File: config.mk
export PLATFORM = sky130hd
export DESIGN_NAME = lgd_regs
export DESIGN_NICKNAME = d
export VERILOG_FILES = /design/src/lgd_pkg.sv /design/src/lgd_regs.sv /design/src/lgd_curve.sv
export SDC_FILE = /design/constraint.sdc
export NUM_CORES = 1
export LEC_CHECK = 0
export ABC_CLOCK_PERIOD_IN_PS = 8300
export BUFFER_PORTS_ARGS = -buffer_cell sky130_fd_sc_hd__buf_2
export CORE_AREA = 2 2 174 347
export DETAILED_ROUTE_END_ITERATION = 8
export DIE_AREA = 0 0 176 349
export PLACE_DENSITY = 0.76
export SETUP_SLACK_MARGIN = 0.4
export SKIP_CTS_REPAIR_TIMING = 1
export SYNTH_ARGS = -nofsm -noshare
export SYNTH_HDL_FRONTEND = slang
export SYNTH_HIERARCHICAL = 1
export SYNTH_SLANG_ARGS = --single-unit
File: constraint.sdc
create_clock -name clk -period 8.3 [get_ports clk]
set_input_delay 0 -clock clk [delete_from_list [all_inputs] [get_ports clk]]
set_output_delay 0 -clock clk [all_outputs]
set_load 0.05 [all_outputs]
File: src/lgd_pkg.sv
// Package: register map, reset values and curve shift of the group dimming registers
package lgd_pkg;
  localparam int unsigned ADDR_W = 8;
  localparam int unsigned DATA_W = 8;
  localparam int unsigned NUM_MODULES = 8;
  localparam int unsigned NUM_DIRECT = 3;
  // Register offsets
  localparam logic [7:0] ADDR_MODULE_GROUP_SELECT = 8'h02;
  localparam logic [7:0] ADDR_GROUP_DIM_LEVEL = 8'h03;
  localparam logic [7:0] ADDR_GROUP_A_MIX = 8'h04;
  localparam logic [7:0] ADDR_GROUP_B_MIX = 8'h05;
  localparam logic [7:0] ADDR_GROUP_C_MIX = 8'h06;
  localparam logic [7:0] ADDR_MODULE0_DIM_LEVEL = 8'h07;
  localparam logic [7:0] ADDR_MODULE1_DIM_LEVEL = 8'h08;
  localparam logic [7:0] ADDR_MODULE2_DIM_LEVEL = 8'h09;
  // Reset values
  localparam logic [7:0] RST_MODULE_GROUP_SELECT = 8'h00;
  localparam logic [7:0] RST_GROUP_DIM_LEVEL = 8'hff;
  localparam logic [7:0] RST_GROUP_MIX = 8'h00;
  localparam logic [7:0] RST_MODULE_DIM_LEVEL = 8'hff;
  // Answer to an unmapped read
  localparam logic [7:0] UNMAPPED_READ = 8'h00;
  // Log curve: code = code * (code + 1) / 256, close to code^2 / 255, computed as (code * code + code) >> 8
  localparam int unsigned LOG_SHIFT = 8;
endpackage : lgd_pkg

File: src/lgd_regs.sv
// Group dimming register bank with per-module group/independent selection
// Function
// Bit n of the selection register puts module n under group control.
// All selection bits reset to zero: independent control.
// Group brightness, 8 bits, resets to ff, linear scale.
// Group mixes A, B, C, 8 bits each, reset to zero.
// Brightness for modules 0 to 2, reset to ff, linear scale.
// Every register is writable and reads back its last value.
// Curve select one gives logarithmic curve, zero gives linear.
// All-outputs-off forces every output brightness and mix to zero.
// Grouped module uses group brightness and group mixes A, B, C.
`timescale 1ns/1ps
module lgd_regs (
  // Clock and reset
  input wire logic clk,
  input wire logic resetn,
  // Register port from the serial protocol engine
  input wire logic reg_wr,
  input wire logic reg_rd,
  input wire logic [7:0] reg_addr,
  input wire logic [7:0] reg_wdata,
  output logic [7:0] reg_rdata,
  output logic reg_hit,
  // Device configuration bits held elsewhere
  input wire logic log_curve_sel,
  input wire logic all_outputs_off,
  // Per-module own settings for modules 3 to 7 and per-output mixes
  input wire logic [7:0] module3_dim_value,
  input wire logic [7:0] module4_dim_value,
  input wire logic [7:0] module5_dim_value,
  input wire logic [7:0] module6_dim_value,
  input wire logic [7:0] module7_dim_value,
  input wire logic [191:0] own_mix,
  // To PWM stage: per-module brightness and three mixes each
  output logic [63:0] module_dim,
  output logic [191:0] module_mix,
  // Raw register contents
  output logic [7:0] module_group_select,
  output logic [7:0] group_dim_level
);
  logic [7:0] sel_q, sel_d;
  logic [7:0] gdim_q, gdim_d;
  logic [7:0] amix_q, amix_d;
  logic [7:0] bmix_q, bmix_d;
  logic [7:0] cmix_q, cmix_d;
  logic [7:0] dim0_q, dim0_d;
  logic [7:0] dim1_q, dim1_d;
  logic [7:0] dim2_q, dim2_d;
  logic [7:0] rdata_q, rdata_d;
  logic [63:0] raw_dim;

  // Selection register; one bit per module
  always_comb begin
    sel_d = sel_q;
    if (reg_wr && reg_addr == lgd_pkg::ADDR_MODULE_GROUP_SELECT) begin
      sel_d = reg_wdata;
    end
  end

  // Selection flops; reset leaves every module independent
  always_ff @(posedge clk or negedge resetn) begin
    if (!resetn) begin
      sel_q <= lgd_pkg::RST_MODULE_GROUP_SELECT;
    end else begin
      sel_q <= sel_d;
    end
  end

  // Shared group level and mixes; unmapped writes fall through unchanged
  always_comb begin
    gdim_d = gdim_q;
    amix_d = amix_q;
    bmix_d = bmix_q;
    cmix_d = cmix_q;
    if (reg_wr) begin
      if (reg_addr == lgd_pkg::ADDR_GROUP_DIM_LEVEL) begin
        gdim_d = reg_wdata;
      end else if (reg_addr == lgd_pkg::ADDR_GROUP_A_MIX) begin
        amix_d = reg_wdata;
      end else if (reg_addr == lgd_pkg::ADDR_GROUP_B_MIX) begin
        bmix_d = reg_wdata;
      end else if (reg_addr == lgd_pkg::ADDR_GROUP_C_MIX) begin
        cmix_d = reg_wdata;
      end
    end
  end

  // Group flops; full level but no mix until the host sets one
  always_ff @(posedge clk or negedge resetn) begin
    if (!resetn) begin
      gdim_q <= lgd_pkg::RST_GROUP_DIM_LEVEL;
      amix_q <= lgd_pkg::RST_GROUP_MIX;
      bmix_q <= lgd_pkg::RST_GROUP_MIX;
      cmix_q <= lgd_pkg::RST_GROUP_MIX;
    end else begin
      gdim_q <= gdim_d;
      amix_q <= amix_d;
      bmix_q <= bmix_d;
      cmix_q <= cmix_d;
    end
  end

  // Own levels of modules 0 to 2
  always_comb begin
    dim0_d = dim0_q;
    dim1_d = dim1_q;
    dim2_d = dim2_q;
    if (reg_wr) begin
      if (reg_addr == lgd_pkg::ADDR_MODULE0_DIM_LEVEL) begin
        dim0_d = reg_wdata;
      end else if (reg_addr == lgd_pkg::ADDR_MODULE1_DIM_LEVEL) begin
        dim1_d = reg_wdata;
      end else if (reg_addr == lgd_pkg::ADDR_MODULE2_DIM_LEVEL) begin
        dim2_d = reg_wdata;
      end
    end
  end

  // Own level flops; full scale until written
  always_ff @(posedge clk or negedge resetn) begin
    if (!resetn) begin
      dim0_q <= lgd_pkg::RST_MODULE_DIM_LEVEL;
      dim1_q <= lgd_pkg::RST_MODULE_DIM_LEVEL;
      dim2_q <= lgd_pkg::RST_MODULE_DIM_LEVEL;
    end else begin
      dim0_q <= dim0_d;
      dim1_q <= dim1_d;
      dim2_q <= dim2_d;
    end
  end

  // Read decode; data is registered so the engine sees it one cycle later
  always_comb begin
    rdata_d = rdata_q;
    reg_hit = 1'b1;
    if (reg_addr == lgd_pkg::ADDR_MODULE_GROUP_SELECT) begin
      rdata_d = sel_q;
    end else if (reg_addr == lgd_pkg::ADDR_GROUP_DIM_LEVEL) begin
      rdata_d = gdim_q;
    end else if (reg_addr == lgd_pkg::ADDR_GROUP_A_MIX) begin
      rdata_d = amix_q;
    end else if (reg_addr == lgd_pkg::ADDR_GROUP_B_MIX) begin
      rdata_d = bmix_q;
    end else if (reg_addr == lgd_pkg::ADDR_GROUP_C_MIX) begin
      rdata_d = cmix_q;
    end else if (reg_addr == lgd_pkg::ADDR_MODULE0_DIM_LEVEL) begin
      rdata_d = dim0_q;
    end else if (reg_addr == lgd_pkg::ADDR_MODULE1_DIM_LEVEL) begin
      rdata_d = dim1_q;
    end else if (reg_addr == lgd_pkg::ADDR_MODULE2_DIM_LEVEL) begin
      rdata_d = dim2_q;
    end else begin
      rdata_d = lgd_pkg::UNMAPPED_READ;
      reg_hit = 1'b0;
    end
    if (!reg_rd) begin
      rdata_d = rdata_q; // Hold last answer between reads
    end
  end

  // Own brightness per module; modules 3 to 7 come from outside
  assign raw_dim = {module7_dim_value, module6_dim_value, module5_dim_value,
                    module4_dim_value, module3_dim_value, dim2_q, dim1_q, dim0_q};

  // Per-module source selection, curve, global off and output flops
  generate
    for (genvar m = 0; m < lgd_pkg::NUM_MODULES; m++) begin : g_mod
      logic [7:0] src_dim;
      logic [7:0] curve_dim;
      logic [23:0] src_mix;
      logic [7:0] out_dim_q, out_dim_d;
      logic [23:0] out_mix_q, out_mix_d;

      // Grouped module ignores its own level and mixes
      assign src_dim = sel_q[m] ? gdim_q : raw_dim[m*8 +: 8];
      assign src_mix = sel_q[m] ? {cmix_q, bmix_q, amix_q} : own_mix[m*24 +: 24];

      // Curve sits after the source choice so a group shares one mapping
      lgd_curve i_lgd_curve (
        .log_sel(log_curve_sel),
        .code_in(src_dim),
        .code_out(curve_dim)
      );

      // Global off wins over every level and mix
      always_comb begin
        out_dim_d = curve_dim;
        out_mix_d = src_mix;
        if (all_outputs_off) begin
          out_dim_d = '0;
          out_mix_d = '0;
        end
      end

      // Output flops; the PWM stage sees a change one cycle late
      always_ff @(posedge clk or negedge resetn) begin
        if (!resetn) begin
          out_dim_q <= '0;
          out_mix_q <= '0;
        end else begin
          out_dim_q <= out_dim_d;
          out_mix_q <= out_mix_d;
        end
      end

      assign module_dim[m*8 +: 8] = out_dim_q;
      assign module_mix[m*24 +: 24] = out_mix_q;
    end
  endgenerate

  // Read data flop; holds the last answer for a slow protocol engine
  always_ff @(posedge clk or negedge resetn) begin
    if (!resetn) begin
      rdata_q <= lgd_pkg::UNMAPPED_READ;
    end else begin
      rdata_q <= rdata_d;
    end
  end

  assign reg_rdata = rdata_q;
  assign module_group_select = sel_q;
  assign group_dim_level = gdim_q;
endmodule : lgd_regs

File: src/lgd_curve.sv
// Brightness curve: linear pass-through or square-law (logarithmic-like) mapping
`timescale 1ns/1ps
module lgd_curve (
  // Select and code
  input wire logic log_sel,
  input wire logic [7:0] code_in,
  // Mapped code
  output logic [7:0] code_out
);
  logic [15:0] sq;

  // Square law approximates a perceptual curve; ff stays ff, 00 stays 00
  always_comb begin
    sq = 16'(code_in) * 16'(code_in) + 16'(code_in);
    if (log_sel) begin
      code_out = sq[15:lgd_pkg::LOG_SHIFT];
    end else begin
      code_out = code_in;
    end
  end
endmodule : lgd_curve

Word-level counts from Yosys, hierarchy flattened
Index checks and enable logic that the tools add are counted.
{"block": "word_totals", "ff_bits": 328, "inputBits": 254, "out_inout_bits": 281, "elab_cells": 118}
{"block": "classes", "n_addsub": 8, "mul": 8, "eq_ne": 8, "mux": 56, "bitwise_logic": 5, "reduce_logical": 8}
{"operator": "$mux 24", "n": 16}
{"operator": "$mux 8", "n": 32}
{"operator": "$add 16x8->16", "n": 8}
{"operator": "$mul 8x8->16", "n": 8}
{"operator": "$eq 8x3->1 const B", "n": 4}
{"operator": "$eq 8x2->1 const B", "n": 2}
{"operator": "$eq 8x4->1 const B", "n": 2}
{"operator": "$mux 1", "n": 8}
{"operator": "$reduce_and 4->1", "n": 2}
{"operator": "$reduce_and 3->1", "n": 2}
{"operator": "$not 1->1", "n": 5}
{"operator": "$reduce_and 5->1", "n": 1}
{"operator": "$reduce_and 2->1", "n": 2}
{"operator": "$logic_and 1x1->1", "n": 1}

Depth between registers and ports, before layout
Gate-level depths: netlist of run 1.
{"block": "depth", "ltp_word": 9, "mapped_depth": 21, "depth_no_buf": 19}

Modules after synthesis
Netlist of run 1, hierarchy kept.
{"module": "lgd_regs", "instances": 1, "cells_each": 1135, "area_each_um2": 13992.2, "seq_area_each_um2": 8247.9}
{"module": "lgd_curve (g_mod[1].i_lgd_curve ...)", "instances": 2, "cells_each": 216, "area_each_um2": 1893.1, "seq_area_each_um2": 0.0}
{"module": "lgd_curve (g_mod[4].i_lgd_curve ...)", "instances": 2, "cells_each": 213, "area_each_um2": 1853.0, "seq_area_each_um2": 0.0}
{"module": "lgd_curve (g_mod[7].i_lgd_curve)", "instances": 1, "cells_each": 229, "area_each_um2": 1960.6, "seq_area_each_um2": 0.0}
{"module": "lgd_curve (g_mod[0].i_lgd_curve)", "instances": 1, "cells_each": 228, "area_each_um2": 1941.9, "seq_area_each_um2": 0.0}
{"module": "lgd_curve (g_mod[6].i_lgd_curve)", "instances": 1, "cells_each": 220, "area_each_um2": 1920.6, "seq_area_each_um2": 0.0}
{"module": "lgd_curve (g_mod[3].i_lgd_curve)", "instances": 1, "cells_each": 205, "area_each_um2": 1809.2, "seq_area_each_um2": 0.0}

Worst setup path after synthesis of run 1
No wires, ideal clock.
{"block": "synth_timing", "kind": "register to register", "startpoint": "register sel_q[3], in the netlist module_group_select[3]", "endpoint": "register g_mod[3].out_dim_q[6]", "setup_ps": 132, "t_arrival_ps": 5982, "required_ps": 8168, "path_slack_ps": 2185, "path_stages_with_launch": 21, "path_buffers": 3, "synth_period_minus_slack_ps": 6115, "cell_sequence": "dfrtp_1 > clkbuf_1 > clkbuf_1 > mux2_2 > clkbuf_1 > inv_1 > nor2_1 > fa_1 > fa_1 > fa_1 > inv_1 > fa_1 > inv_1 > ha_1 > and3_4 > a221o_1 > a21oi_2 > o221ai_2 > xor2_1 > mux2_2 > nor2b_1"}
{"block": "synth_via", "elab_chain_cells": 5}
{"item": "from (decl)", "line": "lgd_regs.sv:41", "source": "logic [7:0] sel_q, sel_d;"}
{"item": "from (signal assigned)", "line": "lgd_regs.sv:63", "source": "sel_q <= lgd_pkg::RST_MODULE_GROUP_SELECT;"}
{"item": "from (signal assigned)", "line": "lgd_regs.sv:65", "source": "sel_q <= sel_d;"}
{"item": "$mux 8 (*)", "line": "lgd_regs.sv:175", "source": "assign src_dim = sel_q[m] ? gdim_q : raw_dim[m*8 +: 8];"}
{"item": "named net g_mod[3].src_dim[5]", "line": "lgd_regs.sv:168", "source": "logic [7:0] src_dim;"}
{"item": "$mul 8x8->16", "line": "lgd_curve.sv:14", "source": "sq = 16'(code_in) * 16'(code_in) + 16'(code_in);"}
{"item": "$add 16x8->16 (*)", "line": "lgd_curve.sv:14"}
{"item": "$mux 8 (*)", "line": "lgd_curve.sv:15", "source": "if (log_sel) begin"}
{"item": "named net g_mod[3].curve_dim[6]", "line": "lgd_regs.sv:169", "source": "logic [7:0] curve_dim;"}
{"item": "$mux 8 (*)", "line": "lgd_regs.sv:189", "source": "if (all_outputs_off) begin"}
{"item": "named net g_mod[3].out_dim_d[6]", "line": "lgd_regs.sv:171", "source": "logic [7:0] out_dim_q, out_dim_d;"}
{"item": "to (signal assigned)", "line": "lgd_regs.sv:201", "source": "out_dim_q <= out_dim_d;"}
{"item": "to (decl)", "line": "lgd_regs.sv:171"}
Mark *: on every way through the listed nets, which the timed path passes. The rest lies on a longest branch.
A chain may end at the register's enable or synchronous reset.

Final worst setup path of run 1
{"block": "layout_timing", "startpoint": "register sel_q[3], in the netlist module_group_select[3]", "endpoint": "register g_mod[3].out_dim_q[7]"}
The elaborated chain is that of the path after synthesis.

==> reports/metrics.yaml, run 1 <==
setup_path:
  worstPathArrival_ns: 6.69
  endpoint_kind: "flip-flop"
  required_ns: 8.83
  path_delay_family: "adder cells"
  path_cells: "buf_4 -> mux2_2 -> inv_1 -> nor2_1 -> fa_1 -> fa_1 -> fa_1 -> inv_1 -> fa_1 -> inv_1 -> ha_1 -> and3_4 -> a221o_1 -> a21oi_2 -> o221ai_2 -> o2111a_1 -> nor4_1 -> nor2b_1"
  cp_slowest_cell: "dfrtp_2"
  crit_path_max_fanout: 18
  slowest_delay_ns: 0.69
  crit_top_cell: "fa_1"
  path_buf_inv: 4
  worstSetupPathType: "flip-flop to flip-flop"
  start_kind: "flip-flop"
placement:
  place.gp.congestion: 0.944
  io_buffers: 534
  dp_hpwl_mm: 75.4
  detailedPlace.worstSlack_ns: 2.16
  placed_cells_incl_taps: 4063
yosys:
  yosys_warnings: 6
  synth_top_area_share_pct: 25.4
  yosysTopAreaCell: "dfrtp_1"
  ys_seq_elements: 328
  syn_area_sq_um: 29100
  synth.avg_cell_area_sq_um: 10.1
  yosysMostFrequentCell: "inv_1"
  postSynthNetCount: 3641
  yosysSeqAreaShare_pct: 28.3
  synth_cell_types: 90
  synth_edf_count: 0
  syn_inst: 2875
  ys_async_sr_fraction_pct: 100
  yosys-top-cells-count: "inv_1, dfrtp_1, nor2_1"
  synthTopCellsByArea: "dfrtp_1, fa_1, ha_1"
  synthFlopType: "dfrtp_1"
worst_hold_path:
  hold_class: "input pin to async pin"
clocking:
  path_clk_slew_ns: 0.08
  cts-root-to-sink-buffers: 3
  numCtsBuffers: 31
  cts-root-buf: "clkbuf_16"
  h-tree-depth: 1
  cts_sinks: 328
  tritoncts: "done"
  clock_latency_ns: 0.61
global_route:
  antenna_found_initial: 23
  overflow: 0
  grt_first_pass_wirelength_mm: 142
  grtUsageTotal_pct: 30.9
  grt_pass1_vias: 23885
  grt_max_degree: 180
sta:
  rsz0062_at_grt: "no"
  min_period_ns: 6.16
  worst_slack_ns: 2.14
  setup_viol: 0
  hold_slack_ns: -0.0430
  tns_ns: 0
  clock.fmax_mhz: 162
  worst_pin_slew_ns: 1.08
  maxSlewViolCount: 0
  finalCritPeriodShare_pct: 74.2
  slew_headroom_pct: 28.3
  clock_skew_ns: 0.0193
  hold_violations: 9
drt:
  first_pass_iters: 5
  totalWireLength_mm: 99.9
  drc: 0
  via_count: 24077
  drtIter0Drc: 1386
  antenna_left: 0
  via_per_inst: 5.43
  detail_route.wl_per_cell_um: 22.5
final_layout:
  drive_above_1_share_pct: 24.1
  nets: 4381
  area_delta_synth_final_pct: 25.0
  fin_cells: 4431
floorplanning:
  die_x_um: 176
  fp-row-count: 126
  die_area_sq_um: 61400
  coreArea_sq_um: 58800
  start_util_pct: 49.5
  io-pin-count: 535
  die_y_um: 349
flow_run:
  cap_violations: 0
outcome:
  outcome: "finished with violations"
  failed_checks: "negative hold slack"
power_and_ir_drop:
  p_per_area_nw_per_um2: 182
  ir_worst_vdd_v: 0.000263
  p_leak_nw: 19.0
[state kept, by name (all words and copies together) (netlist names)]
name and count:
dim0_q 8, cmix_q 8, dim2_q 8, module_group_select 8, group_dim_level 8, g_mod.out_mix_q 192, dim1_q 8, amix_q 8
bmix_q 8, g_mod.out_dim_q 64, reg_rdata 8
[area by class of cell]
type                            count  area [sq um]
Antenna cell                       24          60.1
Clock buffer                       42           877
Clock inverter                     15           204
Fill cell                        4899         22400
Inverter                          452          1700
Multi-Input combinational cell   1967         18700
Sequential cell                   328          8260
Tap cell                          768           961
Timing Repair Buffer              835          5690
[power breakdown]
group | internal (mW) | leakage (nW) | switching [mW]
Clock | 0.871 | 0.530 | 0.685
Combinational | 1.30 | 14.3 | 1.94
Sequential | 1.72 | 4.20 | 0.0960
[cells by family after synthesis]
| family | share of synthesized area [%] |
|---|---|
| multiplexers | 13.7 |
| XOR/XNOR | 2.83 |
| adder cells (fa/ha/maj) | 28.6 |
| flip-flops | 28.3 |
| AND/OR/NAND/NOR | 12.5 |
| buffers and inverters | 7.56 |
| AO/OA/AOI/OAI | 6.51 |
[through the flow]
step / hold WS (ns) / util, % / power (mW) / instance area [sq um]
2_1_floorplan: -0.296 / - / 4.15 / 29100
3_3_place_gp: 0.0316 / 55.1 / 4.89 / 32400
3_5_place_dp: 0.0341 / 55.1 / 4.95 / 32400
4_1_cts: -0.611 / 56.9 / 6.53 / 33500
5_1_grt: 0.00770 / 61.9 / 7.06 / 36400
6_report: -0.0430 / 61.9 / 6.62 / 36400
[layout by cell type, fill, tap and decap left out, types with 22 or more instances in the layout]
master / Yosys / routed
diode_2: 0 / 24
fa_1: 256 / 256
nor2b_1: 97 / 97
xor2_1: 22 / 22
buf_2: 3 / 531
a21oi_1: 51 / 51
xnor2_1: 72 / 72
nand2_1: 112 / 112
dlygate4sd3_1: 0 / 287
dfstp_2: 32 / 32
mux2_2: 153 / 153
and2_1: 93 / 93
clkbuf_16: 0 / 31
inv_1: 452 / 452
ha_1: 256 / 256
dfrtp_1: 296 / 288
nor2_1: 282 / 282
mux2i_1: 221 / 221
o21ai_0: 54 / 54
[path summary, 6_finish.rpt]
path                                         from                endpoint  slack [ns]  cells after the start
min                                        resetn   g_mod[5].out_dim_q[2]       -0.04                      2
max in group asynchronous                  resetn   g_mod[1].out_mix_q[2]        6.18                      4
min in group clk                  all_outputs_off  g_mod[5].out_mix_q[21]       -0.03                      2
max reg2reg                module_group_select[3]   g_mod[3].out_dim_q[7]        2.14                     18
max                        module_group_select[3]   g_mod[3].out_dim_q[7]        2.14                     18
min reg2reg                             dim1_q[6]               dim1_q[6]        0.63                      1
[routing by layer]
metal  GRT usage [%]  share of wire, %
met4            19.7               6.9
met2            54.5                51
met1            33.7                35
met3            5.96               6.6
met5               0             0.011
Note: power is estimated with default switching activity, not from simulation.
==> inputs of run 2 (changes only) <==
--- a/config.mk
+++ b/config.mk
@@ -5,7 +5,7 @@
 export SDC_FILE = /design/constraint.sdc
 export NUM_CORES = 1
 export LEC_CHECK = 0
-export ABC_CLOCK_PERIOD_IN_PS = 8300
+export ABC_CLOCK_PERIOD_IN_PS = 5900
 export BUFFER_PORTS_ARGS = -buffer_cell sky130_fd_sc_hd__buf_2
 export CORE_AREA = 2 2 174 347
 export DETAILED_ROUTE_END_ITERATION = 8
==> constraint.sdc (replaced) <==
create_clock -name clk -period 5.9 [get_ports clk]
set_input_delay 0 -clock clk [delete_from_list [all_inputs] [get_ports clk]]
set_output_delay 0 -clock clk [all_outputs]
set_load 0.05 [all_outputs]
==> run 2 against run 1 <==
  * The run still ends with negative hold slack left
  * Sequential power increased by 41%
  * Clock power increased by 37%
  * Final cell count down 0.41%
  * Critical path depth decreased by 1
  * Combinational power is 44% higher
  * Critical endpoint unchanged
  * Highest routed layer unchanged
==> reports/metrics.yaml, run 2 (synthesis results as in run 1) <==
outcome:
  outcome: "finished with violations"
  failed_checks: "negative hold slack"
drt:
  drc: 0  # unchanged
  via_count: 24280  # +0.84%
  antenna_left: 0  # unchanged
  first_pass_iters: 5  # unchanged
  detail_route.wl_per_cell_um: 23.1  # +2.7%
  drtIter0Drc: 1450  # +4.6%
  via_per_inst: 5.50  # +1.3%
  totalWireLength_mm: 102  # +2.3%
sta:
  clock_skew_ns: 0.0269  # +0.00756 ns
  slew_headroom_pct: 23.7  # -4.6 points
  setup_viol: 0  # unchanged
  finalCritPeriodShare_pct: 91.3  # +17 points
  tns_ns: 0  # unchanged
  hold_slack_ns: -0.0678  # -0.0249 ns
  rsz0062_at_grt: "yes"
  clock.fmax_mhz: 186  # +14%
  hold_violations: 11  # +2
  maxSlewViolCount: 0  # unchanged
  min_period_ns: 5.39  # -0.776 ns
  worst_pin_slew_ns: 1.14  # +0.0683 ns
setup_path:
  r2r_cells: 17  # -1
  crit_top_cell: "fa_1"
  r2r-end: "g_mod[3].out_dim_q[7]"
  path_cells: "mux2_4 -> nand2_1 -> fa_1 -> inv_1 -> fa_1 -> fa_1 -> inv_1 -> fa_1 -> inv_1 -> ha_1 -> and3_4 -> a221o_1 -> a21oi_2 -> o221ai_2 -> o2111a_1 -> nor4_1 -> nor2b_1"
  endpoint_kind: "flip-flop"
  start_kind: "flip-flop"
  slowest_delay_ns: 0.77  # +0.08 ns
  path_buf_inv: 3  # -1
  cp_slowest_cell: "dfstp_4"
  cp.depth: 17  # -1
  path_delay_family: "adder cells"
  worstSetupPathType: "flip-flop to flip-flop"
  reg2reg_from: "group_dim_level[5]"
  crit_path_max_fanout: 11  # -7
  worstPathArrival_ns: 5.92  # -0.77 ns
  required_ns: 6.43  # -2.40 ns
  reg2reg_slack_ns: 0.51  # -1.62 ns
clocking:
  path_clk_slew_ns: 0.07  # about the same
  h-tree-depth: 1  # unchanged
  numCtsBuffers: 31  # unchanged
  clock_latency_ns: 0.63  # +0.02 ns
  tritoncts: "done"
  cts-root-buf: "clkbuf_16"
  cts-root-to-sink-buffers: 3  # unchanged
  cts_sinks: 328  # unchanged
flow_run:
  cap_violations: 0  # unchanged
final_layout:
  drive_above_1_share_pct: 25.1  # +0.99 points
  fin_util_pct: 62.0  # about the same
  final_cell_mix: "buf_2, inv_1, dfrtp_1"
  final_common_cell: "buf_2"
  nets: 4377  # -0.091%
  area_delta_synth_final_pct: 25.2  # about the same
  fin_cells: 4413  # -0.41%
  largest_reg_flops: 192  # unchanged
  regMostFlops: "g_mod.out_mix_q"
  top_regs: "g_mod.out_mix_q x192, g_mod.out_dim_q x64"
floorplanning:
  start_util_pct: 49.5  # unchanged
  io-pin-count: 535  # unchanged
  coreArea_sq_um: 58800  # unchanged
  fp-row-count: 126  # unchanged
  die_x_um: 176  # unchanged
  die_y_um: 349  # unchanged
  die_area_sq_um: 61400  # unchanged
power_and_ir_drop:
  ir_worst_vdd_v: 0.000379  # +44%
  p_leak_nw: 19.0  # about the same
  totalPowerFinal_mw: 9.36  # +41%
  p_per_area_nw_per_um2: 257  # +41%
global_route:
  antenna_found_initial: 21  # -8.7%
  grt_pass1_vias: 24117  # +0.97%
  grt_first_pass_wirelength_mm: 143  # +0.66%
  grtUsageTotal_pct: 31.1  # +0.25 points
  grt_max_degree: 159  # -12%
  overflow: 0  # unchanged
placement:
  io_buffers: 534  # unchanged
  dp_hpwl_mm: 75.9  # +0.73%
  placed_cells_incl_taps: 4071  # +0.20%
  place.gp.congestion: 0.943  # about the same
worst_hold_path:
  hold_class: "input pin to async pin"
run 2: final cells by class:
| class | instances | area [sq um] |
|---|---|---|
| fill | 4689 | 22400 |
| multi-input combinational | 1967 | 18800 |
| sequential | 328 | 8290 |
| timing repair buffer | 831 | 5640 |
| inverter | 452 | 1700 |
| tap | 768 | 961 |
| clock buffer | 37 | 838 |
| clock inverter | 20 | 218 |
| antenna | 10 | 25.0 |
run 2: worst max-delay path by stage:
stage	from	to	slack, ns
after CTS	group_dim_level[5]	g_mod[3].out_dim_q[7]	0.28
after global routing	group_dim_level[2]	g_mod[3].out_dim_q[7]	0.29
final	group_dim_level[5]	g_mod[3].out_dim_q[7]	0.51
after detailed placement	group_dim_level[5]	g_mod[3].out_dim_q[7]	0.29
after floorplan	module_group_select[1]	g_mod[1].out_dim_q[6]	0.40
after global placement	group_dim_level[5]	g_mod[3].out_dim_q[7]	0.42
run 2: power by group:
group          switching [mW]  internal [mW]
sequential              0.132           2.43
clock                   0.983           1.16
combinational            2.80           1.87
run 2: metrics by stage:
stage          cell area (sq um)  setup WS [ns]
2_1_floorplan              29200          0.402
3_3_place_gp               32500          0.417
3_5_place_dp               32500          0.294
4_1_cts                    33600          0.277
5_1_grt                    36400          0.287
6_report                   36400          0.514
run 2: layer usage:
layer  track usage (%)  up-vias  share of wire (%)
li1                  -    10767                  -
met1              32.0    11988                 34
met2              56.9     1104                 51
met3              7.57      397                7.1
met4              18.1       24                7.8
met5                 0        -               0.16
